[src/rtl/stamp_pkg.sv]
// Package of register map, field layout and constants for the frame timestamp unit
package stamp_pkg;
	// ==========================================================
	// Register byte offsets
	localparam logic [11:0] OFF_EVENT_FLAGS = 12'h004;	// Interrupt event flags, write one to clear
	localparam logic [11:0] OFF_EVENT_MASK  = 12'h008;	// Interrupt event mask
	localparam logic [11:0] OFF_CONTROL     = 12'h00C;	// Control: precision-time enable
	localparam logic [11:0] OFF_HOLDING     = 12'h010;	// Transmit timestamp holding
	localparam logic [11:0] OFF_TIMER       = 12'h014;	// Live timer value
	localparam logic [11:0] OFF_TIMER_CMP   = 12'h018;	// Timer event compare value
	// ==========================================================
	// Field positions
	localparam int BIT_STAMP_AVAIL  = 0;	// Timestamp available flag
	localparam int BIT_TIMER_EVENT  = 1;	// Timer event flag
	localparam int BIT_PT_ENABLE    = 0;	// Precision-time enable in control
	localparam int BIT_STAT_REQ     = 5;	// Status bit: request was asserted
	localparam int FLAG_W           = 2;	// Number of event flags
	// ==========================================================
	// Reset values and responses
	localparam logic [31:0] RST_WORD     = 32'h0000_0000;	// Reset of all words
	localparam logic [3:0]  RST_SEQ      = 4'h0;	// Reset of sequence count
	localparam logic [3:0]  SEQ_STEP     = 4'h1;	// Sequence increment
	localparam logic [31:0] TIMER_STEP   = 32'h0000_0001;	// Timer increment
	localparam logic [1:0]  RESP_OKAY    = 2'h0;	// AXI OKAY
	localparam logic [1:0]  RESP_SLVERR  = 2'h2;	// AXI SLVERR for unmapped
	localparam logic [7:0]  RST_STATUS   = 8'h00;	// Reset of status byte
endpackage : stamp_pkg

[src/rtl/stamp_capture.sv]
// Capture unit latching the timer on transmit and receive frame events
module stamp_capture
	import stamp_pkg::*;
(
	// Clock, reset, enable
	input  wire logic        clk_i,
	input  wire logic        rst_i,
	input  wire logic        ce_i,
	input  wire logic        enable_i,
	// Timer value
	input  wire logic [31:0] timer_i,
	// Transmit event
	input  wire logic        tx_frame_i,
	input  wire logic        tx_req_i,
	input  wire logic [7:0]  tx_stat_i,
	// Receive event
	input  wire logic        rx_sfd_i,
	// Results
	output logic      [31:0] tx_value_o,
	output logic      [3:0]  tx_seq_o,
	output logic      [7:0]  tx_stat_o,
	output logic             tx_valid_o,
	output logic             hold_load_o,
	output logic      [31:0] rx_value_o,
	output logic             rx_valid_o
);
	// ==========================================================
	// Sequence counter for transmitted frames
	logic [3:0] seq_reg;	// Next sequence number

	always_ff @(posedge clk_i) begin
		if (rst_i) begin
			seq_reg <= RST_SEQ;
		end else if (ce_i && enable_i && tx_frame_i) begin
			seq_reg <= seq_reg + SEQ_STEP;	// (RULE13)
		end
	end

	// ==========================================================
	// Transmit capture
	always_ff @(posedge clk_i) begin
		if (rst_i) begin
			tx_value_o  <= RST_WORD;
			tx_seq_o    <= RST_SEQ;
			tx_stat_o   <= RST_STATUS;
			tx_valid_o  <= 1'b0;
			hold_load_o <= 1'b0;
		end else if (ce_i) begin
			tx_valid_o  <= enable_i && tx_frame_i;	// (RULE1)
			hold_load_o <= enable_i && tx_frame_i && tx_req_i;	// (RULE5) (RULE7)
			if (enable_i && tx_frame_i) begin
				tx_value_o <= timer_i;	// (RULE3)
				tx_seq_o   <= seq_reg;
				tx_stat_o  <= tx_stat_i;
				tx_stat_o[BIT_STAT_REQ] <= tx_req_i;	// (RULE4)
			end
		end
	end

	// ==========================================================
	// Receive capture at delimiter detection
	always_ff @(posedge clk_i) begin
		if (rst_i) begin
			rx_value_o <= RST_WORD;
			rx_valid_o <= 1'b0;
		end else if (ce_i) begin
			rx_valid_o <= enable_i && rx_sfd_i;
			if (enable_i && rx_sfd_i) begin
				rx_value_o <= timer_i;	// (RULE8)
			end
		end
	end
endmodule // stamp_capture

[src/rtl/mac_frame_timestamp_unit.sv]
// Frame timestamp unit with AXI4-Lite registers and event interrupt
// How it works
// (RULE1) Stamp only while precision-time enable is one
// (RULE2) Client flags event frames with stamp request
// (RULE3) Every sent frame reports stamp, sequence, status
// (RULE4) Status bit five shows request was set
// (RULE5) Requested frames load holding, set available flag
// (RULE6) Software waits for flag, then reads holding
// (RULE7) Unrequested frames leave holding and flag alone
// (RULE8) Receive stamp latched at delimiter detection
// (RULE9) DMA copies receive stamp into descriptor
// (RULE10) Timer event flag shares the interrupt
// (RULE11) Interrupt when flag and mask both set
// (RULE12) Write one clears flag; reset clears all
// (RULE13) Free-running timer; four-bit wrapping sequence
module mac_frame_timestamp_unit
	import stamp_pkg::*;
(
	// Clock, reset, clock enable
	input  wire logic        REF_CLK_I,
	input  wire logic        SYS_RST_I,
	input  wire logic        CLK_EN_I,
	// AXI4-Lite write address
	input  wire logic [11:0] S_AXI_AWADDR_I,
	input  wire logic        S_AXI_AWVALID_I,
	output logic             S_AXI_AWREADY_O,
	// AXI4-Lite write data
	input  wire logic [31:0] S_AXI_WDATA_I,
	input  wire logic [3:0]  S_AXI_WSTRB_I,
	input  wire logic        S_AXI_WVALID_I,
	output logic             S_AXI_WREADY_O,
	// AXI4-Lite write response
	output logic      [1:0]  S_AXI_BRESP_O,
	output logic             S_AXI_BVALID_O,
	input  wire logic        S_AXI_BREADY_I,
	// AXI4-Lite read address
	input  wire logic [11:0] S_AXI_ARADDR_I,
	input  wire logic        S_AXI_ARVALID_I,
	output logic             S_AXI_ARREADY_O,
	// AXI4-Lite read data
	output logic      [31:0] S_AXI_RDATA_O,
	output logic      [1:0]  S_AXI_RRESP_O,
	output logic             S_AXI_RVALID_O,
	input  wire logic        S_AXI_RREADY_I,
	// Transmit side from client
	input  wire logic        TX_FRAME_I,
	input  wire logic        TX_STAMP_REQUEST_I,
	input  wire logic [7:0]  TX_STATUS_I,
	// Transmit report
	output logic      [31:0] TX_STAMP_VALUE_O,
	output logic      [3:0]  TX_STAMP_SEQUENCE_O,
	output logic      [7:0]  TX_STAMP_STATUS_O,
	output logic             TX_STAMP_VALID_O,
	// Receive side
	input  wire logic        RX_SFD_I,
	output logic      [31:0] RX_STAMP_VALUE_O,
	output logic             RX_STAMP_VALID_O,
	// Shared interrupt
	output logic             IRQ_O
);
	import stamp_pkg::*;

	// ==========================================================
	// State
	// Everything below moves only while the clock enable is high;
	// a low enable freezes timer, flags, bus replies and captures alike
	logic [31:0]       timer_reg;	// Free-running timer
	logic [31:0]       cmp_reg;	// Timer event compare
	logic              enable_reg;	// Precision-time enable
	logic [31:0]       holding_reg;	// Transmit stamp holding
	logic [FLAG_W-1:0] flags_reg;	// Event flags
	logic [FLAG_W-1:0] mask_reg;	// Event mask
	logic [FLAG_W-1:0] flags_next;	// Flags after this cycle
	logic              hold_load;	// Requested frame captured
	logic [31:0]       tx_value;	// Captured transmit stamp
	logic              timer_hit;	// Timer reached compare

	// ==========================================================
	// AXI write handshake state
	// Each half is held once taken, so address and data may come in either order;
	// the response waits until both halves are in and no earlier answer is pending
	logic        aw_held_reg;	// Write address captured
	logic        w_held_reg;	// Write data captured
	logic [11:0] aw_addr_reg;	// Captured write address
	logic [31:0] w_data_reg;	// Captured write data
	logic [3:0]  w_strb_reg;	// Captured strobes
	logic        wr_fire;	// Both halves present, do write

	// ==========================================================
	// Merge strobed bytes into an old word
	// Used for the compare word, the only register that honours every strobe
	function automatic logic [31:0] merge(input logic [31:0] old, input logic [31:0] data,
		input logic [3:0] strb);
		logic [31:0] res;
		res = old;
		for (int b = 0; b < 4; b++) begin
			if (strb[b]) begin
				res[8*b +: 8] = data[8*b +: 8];
			end
		end
		return res;
	endfunction

	// Decode a mapped offset
	// Unmapped offsets answer with an error response and read as zero
	function automatic logic mapped(input logic [11:0] a);
		return (a == OFF_EVENT_FLAGS) || (a == OFF_EVENT_MASK) || (a == OFF_CONTROL) ||
			(a == OFF_HOLDING) || (a == OFF_TIMER) || (a == OFF_TIMER_CMP);
	endfunction

	// ==========================================================
	// Capture unit
	// Transmit and receive stamps hold the timer of the strobe cycle and appear one cycle after the client's strobe;
	// the capture unit also gates everything on the precision-time enable
	stamp_capture u_capture (
		.clk_i       (REF_CLK_I),
		.rst_i       (SYS_RST_I),
		.ce_i        (CLK_EN_I),
		.enable_i    (enable_reg),
		.timer_i     (timer_reg),
		.tx_frame_i  (TX_FRAME_I),
		.tx_req_i    (TX_STAMP_REQUEST_I),
		.tx_stat_i   (TX_STATUS_I),
		.rx_sfd_i    (RX_SFD_I),
		.tx_value_o  (tx_value),
		.tx_seq_o    (TX_STAMP_SEQUENCE_O),
		.tx_stat_o   (TX_STAMP_STATUS_O),
		.tx_valid_o  (TX_STAMP_VALID_O),
		.hold_load_o (hold_load),
		.rx_value_o  (RX_STAMP_VALUE_O),
		.rx_valid_o  (RX_STAMP_VALID_O)
	);
	// Stamp output comes from the capture flop; the holding copy stays internal
	assign TX_STAMP_VALUE_O = tx_value;

	// ==========================================================
	// Free-running timer
	// Wraps silently at the top; stamps are raw counts with no notion of seconds
	// Held at zero by reset; counting starts at the first edge after release
	always_ff @(posedge REF_CLK_I) begin
		if (SYS_RST_I) begin
			timer_reg <= RST_WORD;
		end else if (CLK_EN_I) begin
			timer_reg <= timer_reg + TIMER_STEP;	// (RULE13)
		end
	end

	// Compare hit raises the timer event once per pass of the counter
	assign timer_hit = enable_reg && (timer_reg == cmp_reg);	// (RULE10)

	// ==========================================================
	// Holding register, loaded only by requested frames
	// Software should read it only after the available flag is seen set;
	// a later requested frame overwrites it without warning
	always_ff @(posedge REF_CLK_I) begin
		if (SYS_RST_I) begin
			holding_reg <= RST_WORD;
		end else if (CLK_EN_I && hold_load) begin
			holding_reg <= tx_value;	// (RULE5) (RULE7)
		end
	end

	// ==========================================================
	// Write channel acceptance, either order
	// Ready pulses for one cycle only, so a master must hold valid until taken
	// Fire only when both halves are held and the last response is gone
	assign wr_fire = aw_held_reg && w_held_reg && !S_AXI_BVALID_O;

	always_ff @(posedge REF_CLK_I) begin
		if (SYS_RST_I) begin
			aw_held_reg     <= 1'b0;
			w_held_reg      <= 1'b0;
			aw_addr_reg     <= 12'h000;
			w_data_reg      <= RST_WORD;
			w_strb_reg      <= 4'h0;
			S_AXI_AWREADY_O <= 1'b0;
			S_AXI_WREADY_O  <= 1'b0;
			S_AXI_BVALID_O  <= 1'b0;
			S_AXI_BRESP_O   <= RESP_OKAY;
		end else if (CLK_EN_I) begin
			// Ready pulses for one cycle when a half is free
			S_AXI_AWREADY_O <= !aw_held_reg && S_AXI_AWVALID_I && !S_AXI_AWREADY_O;
			S_AXI_WREADY_O  <= !w_held_reg && S_AXI_WVALID_I && !S_AXI_WREADY_O;
			if (S_AXI_AWVALID_I && S_AXI_AWREADY_O) begin
				aw_held_reg <= 1'b1;
				aw_addr_reg <= S_AXI_AWADDR_I;
			end
			if (S_AXI_WVALID_I && S_AXI_WREADY_O) begin
				w_held_reg <= 1'b1;
				w_data_reg <= S_AXI_WDATA_I;
				w_strb_reg <= S_AXI_WSTRB_I;
			end
			// Response after both halves
			if (wr_fire) begin
				aw_held_reg    <= 1'b0;
				w_held_reg     <= 1'b0;
				S_AXI_BVALID_O <= 1'b1;
				S_AXI_BRESP_O  <= mapped(aw_addr_reg) ? RESP_OKAY : RESP_SLVERR;
			end else if (S_AXI_BVALID_O && S_AXI_BREADY_I) begin
				// Response taken
				S_AXI_BVALID_O <= 1'b0;
			end
		end
	end

	// ==========================================================
	// Software-written control registers
	// Enable, mask and compare; flags and holding live in their own processes
	always_ff @(posedge REF_CLK_I) begin
		if (SYS_RST_I) begin
			enable_reg <= 1'b0;
			mask_reg   <= '0;
			cmp_reg    <= RST_WORD;
		end else if (CLK_EN_I && wr_fire) begin
			unique case (aw_addr_reg)
				// Enable bit gates every capture in the capture unit
				OFF_CONTROL: begin
					if (w_strb_reg[0]) begin
						enable_reg <= w_data_reg[BIT_PT_ENABLE];	// (RULE1)
					end
				end
				// Mask bits follow the flag layout
				OFF_EVENT_MASK: begin
					if (w_strb_reg[0]) begin
						mask_reg <= w_data_reg[FLAG_W-1:0];
					end
				end
				OFF_TIMER_CMP: begin
					cmp_reg <= merge(cmp_reg, w_data_reg, w_strb_reg);
				end
				default: begin
					// Other offsets store nothing here
				end
			endcase
		end
	end

	// ==========================================================
	// Event flags: set wins over write-one-clear
	// A clear that lands in the same cycle as a new event loses, so no event
	// is ever lost between the status read and the clear
	always_comb begin
		flags_next = flags_reg;
		if (wr_fire && (aw_addr_reg == OFF_EVENT_FLAGS) && w_strb_reg[0]) begin
			flags_next = flags_next & ~w_data_reg[FLAG_W-1:0];	// (RULE12)
		end
		if (hold_load) begin
			flags_next[BIT_STAMP_AVAIL] = 1'b1;	// (RULE5)
		end
		if (timer_hit) begin
			flags_next[BIT_TIMER_EVENT] = 1'b1;	// (RULE10)
		end
	end

	// Flag register itself
	always_ff @(posedge REF_CLK_I) begin
		if (SYS_RST_I) begin
			flags_reg <= '0;	// (RULE12)
		end else if (CLK_EN_I) begin
			flags_reg <= flags_next;
		end
	end

	// ==========================================================
	// Interrupt output from a flop
	// Built from the next flag value so it rises together with the flag
	// Masking a set flag drops the line a cycle later; the flag itself stays
	always_ff @(posedge REF_CLK_I) begin
		if (SYS_RST_I) begin
			IRQ_O <= 1'b0;
		end else if (CLK_EN_I) begin
			IRQ_O <= |(flags_next & mask_reg);	// (RULE11)
		end
	end

	// ==========================================================
	// Read channel
	// One read at a time: address ready is held off while an answer stands
	// Data are chosen at the address handshake and held until taken
	always_ff @(posedge REF_CLK_I) begin
		if (SYS_RST_I) begin
			S_AXI_ARREADY_O <= 1'b0;
			S_AXI_RVALID_O  <= 1'b0;
			S_AXI_RDATA_O   <= RST_WORD;
			S_AXI_RRESP_O   <= RESP_OKAY;
		end else if (CLK_EN_I) begin
			S_AXI_ARREADY_O <= S_AXI_ARVALID_I && !S_AXI_ARREADY_O && !S_AXI_RVALID_O;
			if (S_AXI_ARVALID_I && S_AXI_ARREADY_O) begin
				S_AXI_RVALID_O <= 1'b1;
				S_AXI_RRESP_O  <= mapped(S_AXI_ARADDR_I) ? RESP_OKAY : RESP_SLVERR;
				unique case (S_AXI_ARADDR_I)
					OFF_EVENT_FLAGS: S_AXI_RDATA_O <= {{(32-FLAG_W){1'b0}}, flags_reg};
					OFF_EVENT_MASK:  S_AXI_RDATA_O <= {{(32-FLAG_W){1'b0}}, mask_reg};
					OFF_CONTROL:     S_AXI_RDATA_O <= {31'h0000_0000, enable_reg};
					OFF_HOLDING:     S_AXI_RDATA_O <= holding_reg;	// (RULE6)
					OFF_TIMER:       S_AXI_RDATA_O <= timer_reg;
					OFF_TIMER_CMP:   S_AXI_RDATA_O <= cmp_reg;
					default:         S_AXI_RDATA_O <= RST_WORD;
				endcase
			end else if (S_AXI_RVALID_O && S_AXI_RREADY_I) begin
				// Answer taken, channel free again
				S_AXI_RVALID_O <= 1'b0;
			end
		end
	end
endmodule // mac_frame_timestamp_unit

[config.mk]
export PLATFORM = sky130hd
export DESIGN_NAME = mac_frame_timestamp_unit
export DESIGN_NICKNAME = d
export VERILOG_FILES = /design/src/rtl/stamp_pkg.sv /design/src/rtl/stamp_capture.sv /design/src/rtl/mac_frame_timestamp_unit.sv
export SDC_FILE = /design/constraint.sdc
export NUM_CORES = 1
export LEC_CHECK = 0
export BUFFER_PORTS_ARGS = -buffer_cell sky130_fd_sc_hd__buf_2
export CAP_MARGIN = 10
export CORE_ASPECT_RATIO = 1.1
export CORE_MARGIN = 2
export CORE_UTILIZATION = 55
export DETAILED_ROUTE_END_ITERATION = 8
export GPL_ROUTABILITY_DRIVEN = 0
export PLACE_DENSITY = 0.88
export SYNTH_ARGS = -nofsm -noshare
export SYNTH_HDL_FRONTEND = slang
export SYNTH_HIERARCHICAL = 1
export SYNTH_SLANG_ARGS = --single-unit
[constraint.sdc]
create_clock -name REF_CLK_I -period 4.68 [get_ports REF_CLK_I]
set_input_delay 0.468 -clock REF_CLK_I [delete_from_list [all_inputs] [get_ports REF_CLK_I]]
set_output_delay 0.468 -clock REF_CLK_I [all_outputs]
set_load 0.02 [all_outputs]
==> results by stage, run 1 <==
Outcome:
- The flow ran to the end, and the final reports show no timing, DRC or antenna violations.

STA:
- The maximum clock frequency is 399 MHz.
- The part of the cycle the worst path needs is 53.5%.
- The worst clock skew is 0.0207 ns.
- The number of failing setup endpoints in the final timing report is 0.
- The final-layout setup total negative slack is 0 ns.
- The count of final hold-check violations is 0.
- Setup repair after global routing left no endpoint under its margin.
- The slew at the pin closest to its max-slew limit is 1.30 ns.
- Measured against its own limit, the worst slew margin works out to 13.4%.
- The worst path in the final design needs a cycle of 2.50 ns, including I/O delays and setup.
- The number of slew-limit violations in the final report is 0.

Global route:
- Entering global routing, the biggest net connects 133 pins.
- The first global-routing pass estimated 46700 µm of wire.
- The number of antenna violations at the first check in global routing is 2.
- The overall track demand over capacity in global routing is 26.5%.
- The number of global-route vias before repair was 9067.
- Global routing finished with a remaining overflow of 0.

Die:
- The number of placement rows is 54.
- The effective utilization at floorplan is 55.8%.
- The area of the core is 0.0198 mm².
- The horizontal extent of the die is 139 µm.
- The die is 153 µm tall.
- The number of ports placed on the die boundary is 199.
- The die footprint is 0.0212 mm².

Routing:
- The per-cell routed wire length is 17.1 µm.
- The number of detailed-route iterations in the first pass is 5.
- The total length of routed wires is 29700 µm.
- The number of DRC violations after detailed routing is 0.
- Once detail routing completed, the nets flagged for antenna violations numbered 0.
- The via density per instance is 5.74.
- The routed layout has 9946 vias.
- The iteration-0 DRC count of the detailed router is 935.

Power:
- Power spread over the standard cell area amounts to 373 mW/mm².
- The static leakage power is 5.34 nW.
- The worst-case IR drop observed on VDD is 0.267 mV.
- Power comes to 4.84 mW.

Hold path:
- The min-delay analysis places its worst path in the category in2reg.
- The worst hold path terminates at w_data_reg[9]$_SDFFE_PP0P_.
- The worst hold path begins at S_AXI_WDATA_I[9].
- The count of cells along the worst hold path is 3.

CTS:
- In this run, post-CTS hold repair placed 0 buffers.
- In this run the number of H-tree levels came out at 1.
- The clock passes through at most 3 buffers.
- The clock net in this run drives a total of 274 sinks.
- The post-CTS setup buffer count is 0.
- The register clock-pin slew on the reported worst setup and hold paths is 0.06 ns.
- The later pin in the worst-skew pair is clocked with a latency of 0.54 ns.
- The post-cts resize count is 0.
- The number of clock buffers added by TritonCTS is 28.
- The CTS tree is done.
- The cell sitting at the root of the clock tree is a sky130_fd_sc_hd__clkbuf_16.

Critical path:
- The cell type of the slowest stage on the worst timing path is sky130_fd_sc_hd__nor4_2.
- The data required time at the worst endpoint is 5.10 ns.
- The top fanout value on the critical path is 8.
- The worst register-to-register path has a depth of 6.
- The signal on the critical path passes through ha_1 -> nand4_1 -> nor4_2 -> nand4_1 -> xnor2_1 -> and2_1.
- In this design, the critical path's most frequently occurring cell is sky130_fd_sc_hd__nand4_1.
- For the worst setup path, the data arrival time is 2.93 ns.
- In this run the critical register-to-register path is captured at timer_reg[26]$_SDFFE_PP0P_.
- For this run, the slowest stage of the critical path takes 0.75 ns.
- In this run the register-to-register setup slack is 2.18 ns.
- The reg-to-reg critical path startpoint is timer_reg[0]$_SDFFE_PP0P_.
- STA classifies the critical path endpoint as a flop.
- The critical path start-end classification is reg2reg.
- The category of the worst setup path launch point is a flop.

Layout:
- The number of nets in the finished design is 1541.
- In the final layout, the share of cells above drive strength 1 is 19.6%.
- The area overhead of the layout relative to synthesis is 17.5%.

Synthesis:
- The synthesized netlist devotes 0.226% of its cell area to adder and majority cells.
- Synthesis inferred 274 register bits.
- The proportion of netlist area held by the largest area contributor is 49.6%.
- After synthesis, the largest family of logic cells by area is simple AND/OR/NAND/NOR gates.
- In this run, synthesis inferred 0 flip-flops with an integrated enable.
- The netlist uses 52 different library cells.
- For this run, asynchronously set or reset flops after synthesis account for 0%.
- The combined area of all synthesized cells is 0.0111 mm².
- Sorting the synthesized cells by area gives the leading types as sky130_fd_sc_hd__dfxtp_1 50%, sky130_fd_sc_hd__nand2_1 13%, sky130_fd_sc_hd__a21oi_1 7.9%, sky130_fd_sc_hd__xor2_1 4.0%, sky130_fd_sc_hd__mux2i_1 3.4%.
- Of all cell types, the one taking the most synthesized area is sky130_fd_sc_hd__dfxtp_1.
- The post-synthesis mux area share is 6.51%.
- The most used flip-flop cell after synthesis is sky130_fd_sc_hd__dfxtp_1.
- Of the synthesized area, sequential elements account for 49.6%.
- The synthesized area per cell is 8.38 µm².
- Counting every instance in the synthesized netlist gives 1319.
- The synthesized netlist devotes 22.0% of its cell area to simple gates.
- The number of warnings issued by yosys is 6.
- The post-synthesis xor/xnor area fraction is 4.76%.
- The post-synthesis compound-gate area fraction is 12.8%.

Placement:
- Once detailed placement completed, the half-perimeter wirelength came to 20300 µm.
- In this run the tool buffered the top-level ports with 195 buffer cells.

Job:
- Max-cap violations in this run came to 0.
## power breakdown
part | internal, mW | switching (mW)
Clock | 1.44 | 0.906
Sequential | 2.34 | 0.0133
Combinational | 0.0489 | 0.0914
## cell usage in the layout (no fill, tap or decap), types with 29 or more instances in the layout
cell type | Yosys | routed
sky130_fd_sc_hd__clkbuf_16 | 0 | 29
sky130_fd_sc_hd__a21oi_1 | 175 | 175
sky130_fd_sc_hd__o21ai_1 | 32 | 32
sky130_fd_sc_hd__nor2_1 | 78 | 78
sky130_fd_sc_hd__mux2_2 | 30 | 30
sky130_fd_sc_hd__dfxtp_1 | 274 | 274
sky130_fd_sc_hd__mux2i_1 | 37 | 37
sky130_fd_sc_hd__nand2_1 | 370 | 370
sky130_fd_sc_hd__a22oi_1 | 32 | 32
sky130_fd_sc_hd__buf_2 | 9 | 194
sky130_fd_sc_hd__xor2_1 | 50 | 50
## critical path: cells and delay by family (launching register included)
kind                       cells  cell delay (ns)
xor gates and xnor gates       1             0.16
adders and majority gates      1             0.26
DFF                            1             0.60
and+or+nand+nor                4             1.35
## kinds of logic after synthesis
family | Yosys count
other | 1
flip-flops | 274
multiplexers | 68
XOR/XNOR | 60
AO/OA/AOI/OAI | 260
AND/OR/NAND/NOR | 558
buffers and inverters | 96
adder cells (fa/ha/maj) | 2
## metrics by stage
stage	worst slack (ns)	cell area (µm²)	util [%]	hold slack, ns	std cells
floorplan	2.75	11100	-	0.434	1320
detailed placement	1.96	12000	60.6	0.440	1682
global route	2.10	13000	65.6	0.172	1733
CTS	2.27	13000	65.6	0.156	1733
global placement	2.03	12000	60.6	0.434	1682
finish	2.18	13000	65.6	0.160	1734
## layer usage
layer  part of all wire, %  GRT usage, %
met5                 0.037             0
met4                   3.4          9.14
met3                   9.6          5.15
met2                    47          43.9
met1                    40          34.6
## cell usage after synthesis, types with 2 or more instances
master                     number
sky130_fd_sc_hd__a21oi_1      175
sky130_fd_sc_hd__a22oi_1       32
sky130_fd_sc_hd__a31oi_1        2
sky130_fd_sc_hd__and2_1         2
sky130_fd_sc_hd__and3_1        11
sky130_fd_sc_hd__and4_1         2
sky130_fd_sc_hd__and4b_1        3
sky130_fd_sc_hd__buf_1          3
sky130_fd_sc_hd__buf_2          9
sky130_fd_sc_hd__buf_4          7
sky130_fd_sc_hd__buf_6          7
sky130_fd_sc_hd__clkbuf_1      66
sky130_fd_sc_hd__dfxtp_1      274
sky130_fd_sc_hd__ha_1           2
sky130_fd_sc_hd__inv_1          4
sky130_fd_sc_hd__mux2_2        30
sky130_fd_sc_hd__mux2i_1       37
sky130_fd_sc_hd__nand2_1      370
sky130_fd_sc_hd__nand2b_1       3
sky130_fd_sc_hd__nand3_1       21
sky130_fd_sc_hd__nand4_1       23
sky130_fd_sc_hd__nor2_1        78
sky130_fd_sc_hd__nor2b_1        4
sky130_fd_sc_hd__nor3_1         6
sky130_fd_sc_hd__nor4_1        11
sky130_fd_sc_hd__nor4_2         3
sky130_fd_sc_hd__nor4b_1        3
sky130_fd_sc_hd__o21a_1         2
sky130_fd_sc_hd__o21ai_0        9
sky130_fd_sc_hd__o21ai_1       32
sky130_fd_sc_hd__o31ai_1        2
sky130_fd_sc_hd__or3_1          8
sky130_fd_sc_hd__xnor2_1       10
sky130_fd_sc_hd__xor2_1        50
## layout make-up
type	count	area (µm²)
inverter	4	15.0
clock buffer	42	865
multi-input combinational	950	5120
timing repair buffer	202	1050
tap	252	315
clock inverter	9	133
fill	1589	6810
sequential	274	5490
antenna	1	2.50
## worst max-delay path by stage
| stage | from | end | slack (ns) | cells past startpoint |
|---|---|---|---|---|
| after global placement | S_AXI_ARADDR_I[4] | S_AXI_RDATA_O[0]$_SDFFE_PP0P_ | 2.03 | 6 |
| final | timer_reg[0]$_SDFFE_PP0P_ | timer_reg[26]$_SDFFE_PP0P_ | 2.18 | 6 |
| after global routing | timer_reg[0]$_SDFFE_PP0P_ | timer_reg[26]$_SDFFE_PP0P_ | 2.10 | 6 |
| after detailed placement | S_AXI_ARADDR_I[4] | S_AXI_RDATA_O[0]$_SDFFE_PP0P_ | 1.96 | 6 |
| after floorplan | S_AXI_ARADDR_I[11] | S_AXI_RDATA_O[10]$_SDFFE_PP0P_ | 2.75 | 6 |
| after CTS | timer_reg[0]$_SDFFE_PP0P_ | timer_reg[26]$_SDFFE_PP0P_ | 2.27 | 6 |
(Power assumes the default switching activity.)
==> inputs of run 2 (changes only) <==
--- a/config.mk
+++ b/config.mk
@@ -9,10 +9,10 @@
 export CAP_MARGIN = 10
 export CORE_ASPECT_RATIO = 1.1
 export CORE_MARGIN = 2
-export CORE_UTILIZATION = 55
+export CORE_UTILIZATION = 50
 export DETAILED_ROUTE_END_ITERATION = 8
 export GPL_ROUTABILITY_DRIVEN = 0
-export PLACE_DENSITY = 0.88
+export PLACE_DENSITY = 0.85
 export SYNTH_ARGS = -nofsm -noshare
 export SYNTH_HDL_FRONTEND = slang
 export SYNTH_HIERARCHICAL = 1
==> constraint.sdc (replaced) <==
create_clock -name REF_CLK_I -period 2.2 [get_ports REF_CLK_I]
set_input_delay 0.22 -clock REF_CLK_I [delete_from_list [all_inputs] [get_ports REF_CLK_I]]
set_output_delay 0.22 -clock REF_CLK_I [all_outputs]
set_load 0.02 [all_outputs]
==> results by stage, run 2 (synthesis gave the netlist of run 1 again) <==
Critical path:
- The worst setup path is of the reg2reg kind.
- The top fanout value on the critical path is 6 (-2).
- The cell type of the slowest stage on the worst timing path is sky130_fd_sc_hd__dfxtp_1.
- The delay of the slowest critical-path stage was 0.43 ns (-0.32 ns).
- Walking the worst path, the cells encountered are ha_1 -> nand4_1 -> nor4_2 -> buf_4 -> nand4_1 -> xnor2_1 -> and2_1.
- The cell family with the largest share of critical-path delay is simple AND/OR/NAND/NOR gates.
- By instance count, the cell type seen most on the critical path is sky130_fd_sc_hd__nand4_1.
- The category of the worst setup path launch point is a flop.
- The data required time at the worst endpoint is 2.60 ns (-2.50 ns).
- The arrival time at the worst endpoint came to 2.46 ns (-0.47 ns).
- The buffering stage count on the worst path with inverters included is 1 (+1).
- The type of destination of the critical path is a flop.

Global route:
- The largest net degree at the start of global routing is 99 (-26%).
- The number of global-route vias before repair is 9821 (+8.3%).
- The first-pass GRT wire length is 50600 µm (+8.4%).
- The total grt overflow is 0 (unchanged).
- The number of antenna violations at the first check in global routing was 1 (-1).
- The overall track demand over capacity in global routing is 26.3% (-0.13 points).

Layout:
- The total of fill cells in the finished design came to 1792 (+13%).
- The final cell count without fillers is 1877 (+8.2%).
- From synthesis to final layout, the design area changed by 25.3%.
- The number of nets in the finished design is 1646 (+6.8%).
- Leaving out fill and tap cells, the most frequent cell in the layout is sky130_fd_sc_hd__nand2_1.
- In the layout the commonest cells are 370 x sky130_fd_sc_hd__nand2_1, 273 x sky130_fd_sc_hd__dfxtp_1, 194 x sky130_fd_sc_hd__buf_2.
- The share of post-route cells with drive strength above 1 is 21.1% (+1.5 points).

STA:
- The relative slew slack is 66.1% (+53 points).
- The clock period minus worst slack is 2.06 ns (-0.449 ns).
- The count of final hold-check violations is 0 (unchanged).
- The final-layout setup total negative slack is 0 ns (unchanged).
- The slew at the pin closest to its max-slew limit came to 0.505 ns (-0.793 ns).
- The maximum clock frequency came to 486 MHz (+22%).
- The number of slew-limit violations in the final report is 0 (unchanged).
- The worst clock skew was 0.0184 ns (-0.00229 ns).
- The number of failing setup endpoints in the final timing report is 0 (unchanged).
- The part of the cycle the worst path needs was 93.5% (+40 points).
- Setup repair after global routing left no endpoint under its margin.

Power:
- The static leakage power is 5.77 nW (+7.9%).
- The power density relative to cell area is 704 mW/mm² (+89%).
- The overall power after layout was 9.75 mW (+100%).
- The largest vdd supply drop came to 0.527 mV (+97%).

CTS:
- The CTS tree is done.
- The root buffer cell is sky130_fd_sc_hd__clkbuf_16.
- The CTS buffer count is 27 (-3.6%).
- The register clock-pin slew on the reported worst setup and hold paths is 0.06 ns (about the same).
- The clock net sink count is 274 (unchanged).
- The maximum buffer depth of the clock tree is 3 (unchanged).
- The clock latency reported for the late side of the worst-skew pair is 0.53 ns (about the same).
- The number of levels the H-tree was split into is 1 (unchanged).
- The post-CTS setup buffer count came to 0 (unchanged).

Die:
- The vertical die dimension is 160 µm (+4.8%).
- The horizontal extent of the die is 146 µm (+4.7%).
- The die footprint is 0.0233 mm² (+9.7%).
- The effective utilization at floorplan is 50.5% (-5.3 points).
- The area of the core is 0.0219 mm² (+11%).
- The number of ports placed on the die boundary is 199 (unchanged).
- The number of placement rows is 57 (+5.6%).

Routing:
- The number of antenna-violating nets in the routed design came to 0 (unchanged).
- The total length of routed wires was 31600 µm (+6.4%).
- The via density per instance is 5.49 (-4.3%).
- The number of detailed-route iterations in the first pass is 6 (+1).
- The per-cell routed wire length was 16.9 µm (-1.7%).
- The count of vias placed by the detailed router was 10300 (+3.6%).
- The number of DRC violations after detailed routing is 0 (unchanged).
- The iteration-0 DRC count of the detailed router came to 1029 (+10%).

Hold path:
- The tightest min-delay check is of the in2reg type.

Placement:
- The estimated wirelength of the detail-placed design was 21800 µm (+7.6%).
- The port buffer count is 195 (unchanged).
- The total placed cells including tap cells is 1774 (+5.5%).

Job:
- The max capacitance violation total was 0 (unchanged).

Outcome:
- The flow ran to the end, and the final reports show no timing, DRC or antenna violations.
[run 2: metal layers]
| layer | up-vias | track usage, % | wire length (µm) |
|---|---|---|---|
| met5 | - | 0 | 0 |
| met3 | 104 | 4.37 | 2580 |
| met4 | 0 | 12.3 | 1510 |
| met1 | 4767 | 33.9 | 12700 |
| met2 | 501 | 43.3 | 14900 |
| li1 | 4928 | - | - |
[run 2: what timing repair did]
action / in CTS / in global routing
endpoints found under the hold margin: 58 / 0
gates resized for setup: 0 / 1
setup endpoints to repair: 0 / 1
hold buffers: 57 / 0
[run 2: worst paths after layout]
check / from / to / slack [ns] / depth (start not counted)
max: timer_reg[1]$_SDFFE_PP0P_ / timer_reg[26]$_SDFFE_PP0P_ / 0.14 / 7
min: S_AXI_ARVALID_I / S_AXI_ARREADY_O$_SDFFE_PP0P_ / 0.02 / 3
max reg2reg: timer_reg[1]$_SDFFE_PP0P_ / timer_reg[26]$_SDFFE_PP0P_ / 0.14 / 7
min reg2reg: S_AXI_RDATA_O[13]$_SDFFE_PP0P_ / S_AXI_RDATA_O[13]$_SDFFE_PP0P_ / 0.44 / 2
[run 2: cell type report]
class / count / area (µm²) / share of cell area, %
Sequential cell: 274 / 5490 / 39.6
Multi-Input combinational cell: 950 / 5120 / 37.0
Timing Repair Buffer: 308 / 2020 / 14.6
Clock buffer: 36 / 749 / 5.41
Tap cell: 295 / 369 / 2.67
Clock inverter: 9 / 77.6 / 0.560
Inverter: 4 / 15.0 / 0.108
Antenna cell: 1 / 2.50 / 0.0181
[run 2: report_power, final]
part           internal [mW]  switching, mW
sequential              4.98         0.0182
combinational          0.186          0.229
clock                   2.50           1.84
total                   7.67           2.09
[run 2: worst register-to-register path, cell delays in order (launching register included)]
cell,delay [ns]
sky130_fd_sc_hd__dfxtp_1,0.43
sky130_fd_sc_hd__ha_1,0.22
sky130_fd_sc_hd__nand4_1,0.24
sky130_fd_sc_hd__nor4_2,0.39
sky130_fd_sc_hd__buf_4,0.22
sky130_fd_sc_hd__nand4_1,0.11
sky130_fd_sc_hd__xnor2_1,0.16
sky130_fd_sc_hd__and2_1,0.17
[run 2: through the flow]
stage	hold WS (ns)	worst slack, ns	utilization [%]	cell area, µm²
2_1_floorplan	0.356	0.341	-	11100
3_3_place_gp	0.437	0.231	56.8	12400
3_5_place_dp	0.440	0.155	56.8	12400
4_1_cts	0.00847	0.154	63.2	13800
5_1_grt	0.0151	0.0209	63.2	13800
6_report	0.0236	0.144	63.2	13800
==> inputs of run 3 (changes only) <==
--- a/config.mk
+++ b/config.mk
@@ -5,14 +5,14 @@
 export SDC_FILE = /design/constraint.sdc
 export NUM_CORES = 1
 export LEC_CHECK = 0
-export BUFFER_PORTS_ARGS = -buffer_cell sky130_fd_sc_hd__buf_2
 export CAP_MARGIN = 10
 export CORE_ASPECT_RATIO = 1.1
 export CORE_MARGIN = 2
-export CORE_UTILIZATION = 50
+export CORE_UTILIZATION = 55
 export DETAILED_ROUTE_END_ITERATION = 8
+export DONT_BUFFER_PORTS = 1
 export GPL_ROUTABILITY_DRIVEN = 0
-export PLACE_DENSITY = 0.85
+export PLACE_DENSITY = 0.82
 export SYNTH_ARGS = -nofsm -noshare
 export SYNTH_HDL_FRONTEND = slang
 export SYNTH_HIERARCHICAL = 1
==> results by stage, run 3 (synthesis gave the netlist of run 1 again) <==
STA:
- The slew at the pin closest to its max-slew limit is 0.639 ns (+0.135 ns).
- The final-layout setup total negative slack is -0.0220 ns (-0.0220 ns).
- The count of final hold-check violations is 0 (unchanged).
- The part of the cycle the worst path needs came to 101% (+7.5 points).
- The clock period minus worst slack was 2.22 ns (+0.166 ns).
- The maximum clock frequency is 450 MHz (-7.5%).
- The final worst hold slack is 0.00935 ns (-0.0143 ns).
- The number of slew-limit violations in the final report was 0 (unchanged).
- The post-route worst setup slack is -0.0220 ns (-0.166 ns).
- The number of failing setup endpoints in the final timing report was 1 (+1).
- The worst clock skew is 0.0146 ns (-0.00376 ns).
- Setup repair after global routing could not meet its margin everywhere.
- The relative slew slack is 57.0% (-9.0 points).

Outcome:
- The flow ran to the end, but the final reports show violations.
- The checks that failed: setup timing.

Critical path:
- The buffering stage count on the worst path with inverters included is 2 (+1).
- Walking the worst path, the cells encountered are nand2_1 -> nor3_1 -> buf_4 -> nand4_1 -> xor2_1 -> nor2_1 -> dlygate4sd3_1.
- The cell type of the slowest stage on the worst timing path is sky130_fd_sc_hd__dlygate4sd3_1.
- The arrival time at the worst endpoint is 2.64 ns (+0.18 ns).
- The critical path start-end classification is reg2reg.
- The category of the worst setup path launch point is a flop.
- The top fanout value on the critical path was 5 (-1).
- The data required time at the worst endpoint is 2.62 ns (+0.02 ns).
- The number of logic stages on the critical path including buffering was 7 (unchanged).
- Broken down by cell family, the worst path's largest delay share belongs to simple AND/OR/NAND/NOR gates.
- The length in cells of the worst reg-to-reg path was 7 (unchanged).
- The worst setup path is captured at a flop.
- The delay of the slowest critical-path stage is 0.55 ns (+0.12 ns).

CTS:
- Clock tree synthesis selected as its root buffer the cell sky130_fd_sc_hd__clkbuf_16.
- The clock net sink count is 274 (unchanged).
- The number of levels the H-tree was split into is 1 (unchanged).
- The clock latency reported for the late side of the worst-skew pair was 0.53 ns (about the same).
- The maximum buffer depth of the clock tree is 3 (unchanged).
- TritonCTS built the clock tree.
- The CTS buffer count is 27 (unchanged).
- The post-CTS setup buffer count is 0 (unchanged).
- The register clock-pin slew on the reported worst setup and hold paths came to 0.07 ns (about the same).

Placement:
- The post-placement cell area was 0.0114 mm² (-8.8%).
- The estimated wirelength of the detail-placed design is 20200 µm (-7.1%).
- The port buffer count is 0 (-100%).

Die:
- The vertical die dimension is 153 µm (-4.5%).
- The number of ports placed on the die boundary is 199 (unchanged).
- The area of the core is 0.0198 mm² (-9.6%).
- The die footprint is 0.0212 mm² (-8.9%).
- The number of placement rows came to 54 (-5.3%).
- The effective utilization at floorplan was 55.8% (+5.3 points).
- The horizontal extent of the die is 139 µm (-4.5%).

Power:
- The overall power after layout was 9.96 mW (+2.2%).
- The power density relative to cell area is 708 mW/mm² (+0.54%).
- The logic gate share of total power is 2.6% (-1.7 points).
- The share of total power in the clock network is 47.2% (+2.7 points).
- The switching power as a share of total power came to 20.7% (-0.72 points).
- The largest vdd supply drop is 0.839 mV (+59%).
- The switching power is 2.06 mW (-1.3%).
- The cell-internal power is 7.90 mW (+3.1%).
- The share of power burned in registers was 50.2% (-1.1 points).
- The static leakage power was 5.71 nW (-0.96%).

Layout:
- The final design area excluding fillers was 0.0141 mm² (+1.6%).
- In the layout the commonest cells are 370 x sky130_fd_sc_hd__nand2_1, 270 x sky130_fd_sc_hd__dfxtp_1, 176 x sky130_fd_sc_hd__dlygate4sd3_1.
- The number of antenna diodes is 0 (-1).
- From synthesis to final layout, the design area changed by 27.3%.
- The most frequent standard cell in the layout excluding fill and tap cells is sky130_fd_sc_hd__nand2_1.
- The number of nets in the finished design is 1569 (-4.7%).
- The share of post-route cells with drive strength above 1 was 9.69% (-11 points).

Routing:
- The via density per instance came to 5.87 (+7.0%).
- The uppermost layer routed is met4.
- The routed wire length on met2 is 15300 µm (+3.1%).
- The number of DRC violations after detailed routing is 0 (unchanged).
- The total routed wire length on the met1 layer came to 13100 µm (+3.2%).
- The total met3 wirelength after detailed routing came to 3430 µm (+33%).
- The count of vias placed by the detailed router was 10300 (+0.26%).
- The number of detailed-route iterations in the first pass was 7 (+1).
- The number of antenna-violating nets in the routed design is 0 (unchanged).
- The total length of routed wires came to 33600 µm (+6.4%).
- The iteration-0 DRC count of the detailed router is 1009 (-1.9%).
- The per-cell routed wire length is 19.1 µm (+14%).

Hold path:
- The class of the tightest hold or removal check is in2reg.
- The count of cells along the worst hold path is 2 (-1).

Job:
- The max capacitance violation total is 0 (unchanged).

Global route:
- The number of global-route vias before repair is 10100 (+2.9%).
- The total grt overflow is 0 (unchanged).
- The number of antenna violations at the first check in global routing is 0 (-1).
- The overall track demand over capacity in global routing is 30.3% (+3.9 points).
- The largest net degree at the start of global routing is 137 (+38%).
- The first-pass GRT wire length is 52900 µm (+4.5%).
==> run 3: changes by cell type in the layout (fill, tap and decap cells not counted), moves of 3 or more <==
cell	change
sky130_fd_sc_hd__dfxtp_1	-3
sky130_fd_sc_hd__dfxtp_2	+3
sky130_fd_sc_hd__buf_12	-4
sky130_fd_sc_hd__dlygate4sd3_1	+119
sky130_fd_sc_hd__buf_2	-194
==> run 3: cell type report <==
class	instances	area [µm²]
Fill cell	1379	5730
Sequential cell	274	5490
Multi-Input combinational cell	950	5150
Timing Repair Buffer	231	2190
Clock buffer	38	777
Tap cell	252	315
Inverter	4	15.0
Clock inverter	9	124
==> run 3: power groups by stage <==
stage	sequential (mW)	combinational (mW)	clock, mW
after floorplan	5.12	0.169	0
after global placement	5.12	0.134	0
after detailed placement	5.12	0.138	0
after CTS	5.01	0.248	4.71
after global routing	5.01	0.275	4.95
final	5.01	0.256	4.70
==> run 3: path summary, 6_finish.rpt <==
path / start / end / slack, ns
hold reg to reg: w_data_reg[20]$_SDFFE_PP0P_ / w_data_reg[20]$_SDFFE_PP0P_ / 0.45
hold / removal: S_AXI_ARVALID_I / S_AXI_RVALID_O$_SDFFE_PP0P_ / 0.009
setup / recovery: timer_reg[0]$_SDFFE_PP0P_ / timer_reg[15]$_SDFFE_PP0P_ / -0.02
setup reg to reg: timer_reg[0]$_SDFFE_PP0P_ / timer_reg[15]$_SDFFE_PP0P_ / -0.02
==> run 3: routing by layer <==
layer	vias to the layer above	GRT usage (%)
met4	0	14.1
met2	572	50.2
met1	4829	36.9
li1	4788	-
met3	138	7.86
met5	-	0
==> run 3: what timing repair did <==
item,4_1_cts,5_1_grt
hold endpoints to repair,242,0
gates resized for setup,0,9
hold buffers,177,0
endpoints found under the setup margin,0,40
==> run 3: per-stage QoR <==
stage / instances / setup slack (ns) / utilization (%)
6_report: 1758 / -0.0220 / 71.1
5_1_grt: 1758 / -0.0863 / 71.1
4_1_cts: 1758 / 0.0355 / 70.9
3_5_place_dp: 1534 / 0.141 / 57.3
3_3_place_gp: 1534 / 0.207 / 57.3
2_1_floorplan: 1320 / 0.341 / -
